### config.mk
export PLATFORM = sky130hd
export DESIGN_NAME = osd_debouncer
export DESIGN_NICKNAME = d
export VERILOG_FILES = /design/src/include/osd_pkg.sv /design/src/rtl/osd_debouncer.sv /design/src/rtl/osd_channel.sv
export SDC_FILE = /design/constraint.sdc
export NUM_CORES = 1
export LEC_CHECK = 0
export BUFFER_PORTS_ARGS = -buffer_cell sky130_fd_sc_hd__buf_2
export CAP_MARGIN = 20
export CORE_MARGIN = 2
export CORE_UTILIZATION = 60
export CTS_CLUSTER_DIAMETER = 40
export DETAILED_ROUTE_END_ITERATION = 7
export GPL_TIMING_DRIVEN = 0
export PLACE_DENSITY = 0.78
export SYNTH_ARGS = -nofsm -noshare
export SYNTH_HDL_FRONTEND = slang
export SYNTH_SLANG_ARGS = --single-unit
### constraint.sdc
create_clock -name clk -period 2.4 [get_ports clk]
set_clock_uncertainty 0.15 [all_clocks]
set_input_delay 0.24 -clock clk [delete_from_list [all_inputs] [get_ports clk]]
set_output_delay 0.24 -clock clk [all_outputs]
set_load 0.02 [all_outputs]
### src/include/osd_pkg.sv
// Purpose: Shared constants for the octal switch debouncer.
// Assumes: 10 MHz system clock.
// Notes:   Debounce time is held in microseconds and converted to cycles.
`default_nettype none
package osd_pkg;
   localparam int          NumChan     = 8;
   localparam int          ClockHz     = 10_000_000;
   localparam int          DebounceUs  = 40_000;
   localparam int          DebounceCyc = (DebounceUs / 1_000) * (ClockHz / 1_000);
   // Longest run that a stability counter tracks before it saturates.
   localparam logic [19:0] RunSat      = 20'hfffff;
   localparam int          CntWidth    = 20;
   localparam logic [7:0]  DataReset   = 8'hff;
endpackage
`default_nettype wire

### src/rtl/osd_debouncer.sv
// Purpose: Octal switch debouncer with bus read port and change flag.
// Assumes: Reset stands for the undervoltage lockout; inputs synchronous to clk.
// Notes:   Data output is registered, so it follows the debounced state one cycle late.
`default_nettype none
module osd_debouncer #(
   parameter int DebounceCount = osd_pkg::DebounceCyc
) (
   input  wire logic                          clk,
   input  wire logic                          reset,
   input  wire logic [osd_pkg::NumChan-1:0]   switchIn,
   input  wire logic                          readEn_n,
   output var  logic [osd_pkg::NumChan-1:0]   dataOut,
   output var  logic [osd_pkg::NumChan-1:0]   dataOe,
   output var  logic                          change_flag_n
);
   import osd_pkg::*;

   // The count is cut to the counter width on purpose; the real delay fits in 20 bits.
   localparam logic [19:0] CountCyc = 20'(DebounceCount);

   logic [NumChan-1:0] stateW;
   logic [NumChan-1:0] prev_reg;
   logic [NumChan-1:0] data_reg;
   logic [NumChan-1:0] oe_reg;
   logic               flag_reg;
   logic               flag_next;

   genvar g;
   generate
      for (g = 0; g < NumChan; g++) begin : gChan
         osd_channel #(.Count(CountCyc)) uChan (
            .clk       (clk),
            .reset     (reset),
            .rawIn     (switchIn[g]),
            .stableOut (stateW[g])
         );
      end
   endgenerate

   wire anyChange = stateW != prev_reg;
   wire readNow   = !readEn_n;

   // A change in the read cycle wins, so the event is never lost.
   assign flag_next = anyChange ? 1'b0 : (readNow ? 1'b1 : flag_reg);

   always_ff @(posedge clk) begin
      if (reset) begin
         prev_reg <= DataReset;
         data_reg <= DataReset;
         oe_reg   <= '0;
         flag_reg <= 1'b1;
      end else begin
         prev_reg <= stateW;
         data_reg <= stateW;
         oe_reg   <= {NumChan{readNow}};
         flag_reg <= flag_next;
      end
   end

   assign dataOut       = data_reg;
   assign dataOe        = oe_reg;
   assign change_flag_n = flag_reg;

   chk_oe_follows_en: assert property (@(posedge clk) disable iff (reset)
      ##1 dataOe == {NumChan{!$past(readEn_n)}})
      else $error("Data enable does not follow read enable.");

   chk_flag_set_on_change: assert property (@(posedge clk) disable iff (reset)
      anyChange |=> !change_flag_n)
      else $error("Change flag not asserted after state change.");

   chk_flag_clear_on_read: assert property (@(posedge clk) disable iff (reset)
      (!readEn_n && !anyChange) |=> change_flag_n)
      else $error("Change flag not cleared by read.");

   chk_flag_holds_low: assert property (@(posedge clk) disable iff (reset)
      (!change_flag_n && readEn_n) |=> !change_flag_n)
      else $error("Change flag released without a read.");

   chk_data_matches: assert property (@(posedge clk) disable iff (reset)
      dataOut == prev_reg)
      else $error("Data word does not match debounced state.");

   chk_reset_state: assert property (@(posedge clk)
      reset |=> (change_flag_n && dataOe == '0 && dataOut == DataReset))
      else $error("Outputs not in defined state during lockout.");

   chk_state_stable: assert property (@(posedge clk) disable iff (reset)
      (stateW[0] != $past(stateW[0])) |-> ($past(switchIn[0]) == stateW[0]))
      else $error("Channel changed without stable input.");

   chk_no_bounce_update: assert property (@(posedge clk) disable iff (reset)
      (switchIn[0] != $past(switchIn[0])) |=> $stable(stateW[0]))
      else $error("Channel updated right after input moved.");

   chk_oe_idle_low: assert property (@(posedge clk) disable iff (reset)
      readEn_n |=> (dataOe == '0))
      else $error("Data pins driven without a read.");

   chk_oe_read_high: assert property (@(posedge clk) disable iff (reset)
      !readEn_n |=> (dataOe == '1))
      else $error("Data pins not driven during a read.");

   chk_flag_fall_cause: assert property (@(posedge clk) disable iff (reset)
      $fell(change_flag_n) |-> $past(anyChange))
      else $error("Change flag fell with no state change.");

   chk_flag_rise_cause: assert property (@(posedge clk) disable iff (reset)
      $rose(change_flag_n) |-> !$past(readEn_n))
      else $error("Change flag rose with no read.");

   chk_data_held: assert property (@(posedge clk) disable iff (reset)
      (stateW == prev_reg) |=> $stable(dataOut))
      else $error("Data word moved with no state change.");

   // Each channel is checked on its own, since one stuck filter would not show on channel 0.
   // The run counters below are checking aids only; no output depends on them.
   for (g = 0; g < NumChan; g++) begin : gChk
      logic [19:0] runCnt_reg;
      logic        lastIn_reg;
      wire         runSame = switchIn[g] == lastIn_reg;
      wire         runMax  = runCnt_reg == RunSat;
      wire  [19:0] runNext = runMax ? runCnt_reg : runCnt_reg + 20'h00001;

      always_ff @(posedge clk) begin
         if (reset) begin
            runCnt_reg <= 20'h00000;
            lastIn_reg <= 1'b1;
         end else begin
            lastIn_reg <= switchIn[g];
            runCnt_reg <= runSame ? runNext : 20'h00000;
         end
      end

      chk_chan_delay: assert property (@(posedge clk) disable iff (reset)
         (stateW[g] != $past(stateW[g])) |-> (runCnt_reg >= CountCyc - 20'h00001))
         else $error("Channel changed before its input was stable long enough.");

      chk_chan_settle: assert property (@(posedge clk) disable iff (reset)
         (stateW[g] != $past(stateW[g])) |-> ($past(switchIn[g]) == stateW[g]))
         else $error("Channel settled to a level its input did not hold.");

      chk_chan_bounce: assert property (@(posedge clk) disable iff (reset)
         (switchIn[g] != $past(switchIn[g])) |=> $stable(stateW[g]))
         else $error("Channel updated right after its input moved.");

      chk_chan_word: assert property (@(posedge clk) disable iff (reset)
         (dataOut[g] != $past(dataOut[g])) |-> (dataOut[g] == $past(stateW[g])))
         else $error("Data bit does not follow its channel.");

      chk_chan_oe_same: assert property (@(posedge clk) disable iff (reset)
         dataOe[g] == dataOe[0])
         else $error("Data enables differ between bits.");
   end
endmodule
`default_nettype wire

### src/rtl/osd_channel.sv
// Purpose: One debounce filter for a single switch input.
// Assumes: Raw input synchronous to clk.
// Notes:   Output changes only after the input holds a new level for the full count.
`default_nettype none
module osd_channel #(
   parameter logic [19:0] Count = 20'(osd_pkg::DebounceCyc)
) (
   input  wire logic clk,
   input  wire logic reset,
   input  wire logic rawIn,
   output var  logic stableOut
);
   logic [19:0] cnt_reg;
   logic [19:0] cnt_next;
   logic        stable_reg;
   logic        stable_next;
   wire         differs = rawIn != stable_reg;
   wire         done    = cnt_reg == Count - 20'h00001;

   // Any return to the stable level restarts the timer, so bouncing never updates.
   assign cnt_next    = (!differs || done) ? 20'h00000 : cnt_reg + 20'h00001;
   assign stable_next = (differs && done) ? rawIn : stable_reg;
   assign stableOut   = stable_reg;

   always_ff @(posedge clk) begin
      if (reset) begin
         cnt_reg    <= 20'h00000;
         stable_reg <= 1'b1;
      end else begin
         cnt_reg    <= cnt_next;
         stable_reg <= stable_next;
      end
   end

   // The counter wraps back to zero on the last count, so it can never pass the limit.
   chk_count_bound: assert property (@(posedge clk) disable iff (reset)
      cnt_reg < Count)
      else $error("Debounce counter ran past its limit.");
endmodule
`default_nettype wire

**Word level (Yosys, flattened, before mapping)**

Index checks and enable logic that the tools add are counted.

- Bits in registers: 178
- Word-level logic and storage cells: 80
- Bits of input ports: 11
- Output and inout bits: 17

- Add/sub/neg operators: 8
- Reductions and logical operators: 33
- Equal/unequal tests: 18
- Multiplexer cells: 2

Operator list:

| kind | number |
|---|---|
| $add A20 B1 Y20 const B | 8 |
| $eq A20 B19 Y1 const B | 8 |
| $reduce_or A2 Y1 | 8 |
| $logic_not A1 Y1 | 9 |
| $logic_and A1 B1 Y1 | 8 |
| $logic_or A1 B1 Y1 | 8 |
| $ne A1 B1 Y1 | 8 |
| $ne A8 B8 Y1 | 1 |
| $mux W1 | 2 |
| $ne A2 B1 Y1 const B | 1 |

**Logic depth before layout (Yosys ltp)**

- Depth after elaboration: 4
- Gate-level depth with buffers: 7
- Mapped depth without buffers: 5

**By module**

From an unflattened synthesis, not the netlist that was laid out.

- Cell total of the unflattened synthesis: 926
- Area total of the unflattened synthesis: 8142.8 µm²

By module, submodules not included:

| module | cells each | sequential area each (µm²) | area an instance (µm²) | times used |
|---|---|---|---|---|
| osd_channel | 111 | 420.4 | 967.2 | 8 |
| osd_debouncer | 38 | 200.2 | 405.4 | 1 |

**Least setup slack after synthesis**

OpenSTA, ideal clock, no wires.

- Path kind: register to register
- Start: register gChan[2].uChan.cnt_reg[7]
- End: register gChan[2].uChan.cnt_reg[11]
- Stages on the path, launching flop included: 6
- Clock period less this slack: 2.134 ns
- Buffers on the path: 1
- Arrival: 1.869 ns
- Setup time: 0.115 ns
- Required time: 2.135 ns
- Slack: 0.266 ns
- Cell sequence: dfxtp_1 -> or4b_1 -> or4_4 -> o21bai_2 -> buf_4 -> nor2_1

- Cells in the longest elaborated chain, start to end: 3
- Elaborated cells between the ends (all ways): 4
- Classes of those cells: add/sub (1); eq/ne (1); reduce/logical (2)

Ends and longest elaborated chain:

| item | RTL line | source |
|---|---|---|
| from (decl) | osd_channel.sv:13 | `logic [19:0] cnt_reg;` |
| from (signal assigned) | osd_channel.sv:30 | `cnt_reg <= cnt_next;` |
| branches (longest 3 deep; another with $add A20 B1 Y20) | - |  |

Several ways; the timed one is not identified.
A chain may end at the register's enable or synchronous reset.

**Worst setup path in the final report**

- Start: register gChan[2].uChan.cnt_reg[0]
- End: register gChan[2].uChan.cnt_reg[10]

Same word-level chain as after synthesis.

==> run metrics <==
unrepaired setup endpoints after global routing no; CTS Buf Count 17; hold endpoint dataOut[6]; area grow syn2layout 13.5%; Row Count 41; Required @ worst endpoint 2560 ps; clock buffer depth 2; clk root buf clkbuf_16; crit path DAT 2390 ps; post-layout min period 2230 ps; Vias/cell 5.61; CTS tree done; delay of the slowest critical-path stage 590 ps; I/O pin cnt 28; crit path buf inv count 1; Register Area 3560 sq um; Via Count 6476; Worst Hold Depth 2; Final Max Slew Viols 0; Max Cap Viol 0; max FFs per register 160; syn avg cell area 8.60 sq um; Cells after Synth 919; DRC viols 0; Filler Cells Inserted 1064; Mapped Nets 938; Routed WL 15.7 mm; initial antenna violation count 0; Distinct cells, synth 39; n_diodes 0; Hold Vio Cnt, Final 0; worst-skew pair later-pin latency 420 ps; Synth top cells by count dfxtp_1 (178), nor2_1 (136), xnor2_1 (65); R2R cell count 6; share of layout cells above drive strength 1 9.98%; start point of the critical path gChan[2].uChan.cnt_reg[0]; post-synthesis register bit count 178; HP Start reset; CP endpoint kind flip-flop; post-synth top area share 45.1%; reg-to-reg critical path endpoint gChan[2].uChan.cnt_reg[10]; final worst-path cycle share 92.9%; total global routing overflow 0; CP Launch Type flip-flop; Hold Path Class input port to flip-flop; status complete, no violations; Slowest-stage cell, CP or4_4; register area share after synthesis 45.1%; vias in the first global route 6199; Yosys top cell by area dfxtp_1; die height 119 um; Finish-stage setup viols 0; fin cells 1154; # clock sinks 178; r2r setup slk 170 ps; worst-path cell chain ha_1, nand3_1, or4_4, o21bai_4, buf_4, nor2_1; EDFF count, synth 0; Final Net Count 988; Core Area 12700 sq um; Pre-antenna DRT Iters 5; routed len/inst 13.6 um; die width 119 um; peak supply drop 0.808 mV; critical path type flip-flop to flip-flop; most instantiated library cell after synthesis dfxtp_1; critical path peak fanout 10; pre-CTS setup slack -362 ps; first-pass GRT wire length 27.5 mm; clock-pin slew on the worst setup and hold paths 60 ps; initial core utilization 62.1%; Setup TNS Final 0 ps; worst rel slew slack 56.8%; Tightest Pin Transition 649 ps; H-tree Lvls 4; Syn. warnings 0; DP HPWL 10.7 mm; Levels on crit path 6; PD cells 652 nW/um^2; Die Area 14100 sq um; ranking of synthesized cells by area dfxtp_1 (45%), xnor2_1 (7.2%), nor2_1 (6.5%); leakage 2.84 nW; Main synth FF type dfxtp_1; asr flop ratio synth 0%; Power Total 5.85 mW; Reg2Reg Launch Point gChan[2].uChan.cnt_reg[0]; GRT Total Usage 23.4%; DP Cell Count 1118; worst setup margin 169 ps; Post-CTS Setup Repair Bufs 0; largest net degree at the start of global routing 17; DRT antenna net count 0; Synth Cell Area 7910 sq um; Peak Freq 448 MHz; delay-heaviest family, CP simple AND/OR/NAND/NOR gates; # port buffers 27; area of the multi-input gates 4120 sq um; initial drt markers 374; RePlAce Congestion 0.808
[power by group]
group / leakage (nW) / total, mW / switching, mW / internal (mW)
logic: 1.12 / 0.145 / 0.0911 / 0.0542
clock network: 0.285 / 2.72 / 1.14 / 1.59
registers: 1.44 / 2.98 / 0.0152 / 2.97
[logic make-up (layout without fill, tap and decap cells)]
group           count (synthesis)  after routing  synth area share [%]
flops                         178            178                  45.1
simple gates                  445            445                  29.4
buf+inv                        65            128                  3.51
compound gates                103            103                  7.42
fa+ha+maj                       8              8                  1.27
xor+xnor                      120            120                  13.3
[worst max path at each step]
stage	endpoint
after CTS	gChan[3].uChan.cnt_reg[18]
after detailed placement	gChan[0].uChan.cnt_reg[8]
after global placement	gChan[0].uChan.cnt_reg[9]
final	gChan[2].uChan.cnt_reg[10]
after floorplan	gChan[2].uChan.cnt_reg[11]
after global routing	gChan[6].uChan.cnt_reg[19]
[layout by cell type (no fill, tap or decap), types with 14 or more instances in the layout]
cell type,instances
and3_1,14
buf_2,30
nor4_1,23
and4_1,15
dfxtp_1,178
nand2_1,50
nor3_1,19
xor2_1,55
nand3_1,55
or4_1,23
nand4_1,47
or3_1,34
inv_1,33
a21oi_1,40
xnor2_1,65
clkbuf_16,17
nor2_1,136
o21ai_0,35
[cell type report]
cell class              instances  share of cell area [%]
plain buffers                  28                    1.62
clock buffers                  19                    5.05
clock inverters                13                    1.49
inverters                      33                    1.38
multi-input cells             676                    45.9
flip-flops and latches        178                    39.7
well taps                     172                    2.40
repair buffers                 35                    2.40
[through the flow]
| stage | hold slack [ps] | util, % | cell area, sq um |
|---|---|---|---|
| detailed placement | 289 | 64.9 | 8260 |
| finish | 23.5 | 70.5 | 8970 |
| global route | 21.5 | 70.5 | 8970 |
| CTS | 15.2 | 70.4 | 8950 |
| floorplan | 162 | - | 7910 |
| global placement | 285 | 64.9 | 8260 |
[per-layer routing]
metal  GRT usage [%]  part of all wire [%]  vias to the layer above
met5               0                     0                        -
met1            29.6                    48                     3032
met4            7.96                   1.3                        0
li1                -                     -                     3343
met2            39.2                    48                       82
met3            5.60                   3.2                       19
[what timing repair did]
action / in CTS / in global routing
hold buffers: 8 / 0
endpoints found under the setup margin: 60 / 70
gates resized for setup: 9 / 10
endpoints found under the hold margin: 12 / 0
Power figures use the tool's default switching activity.
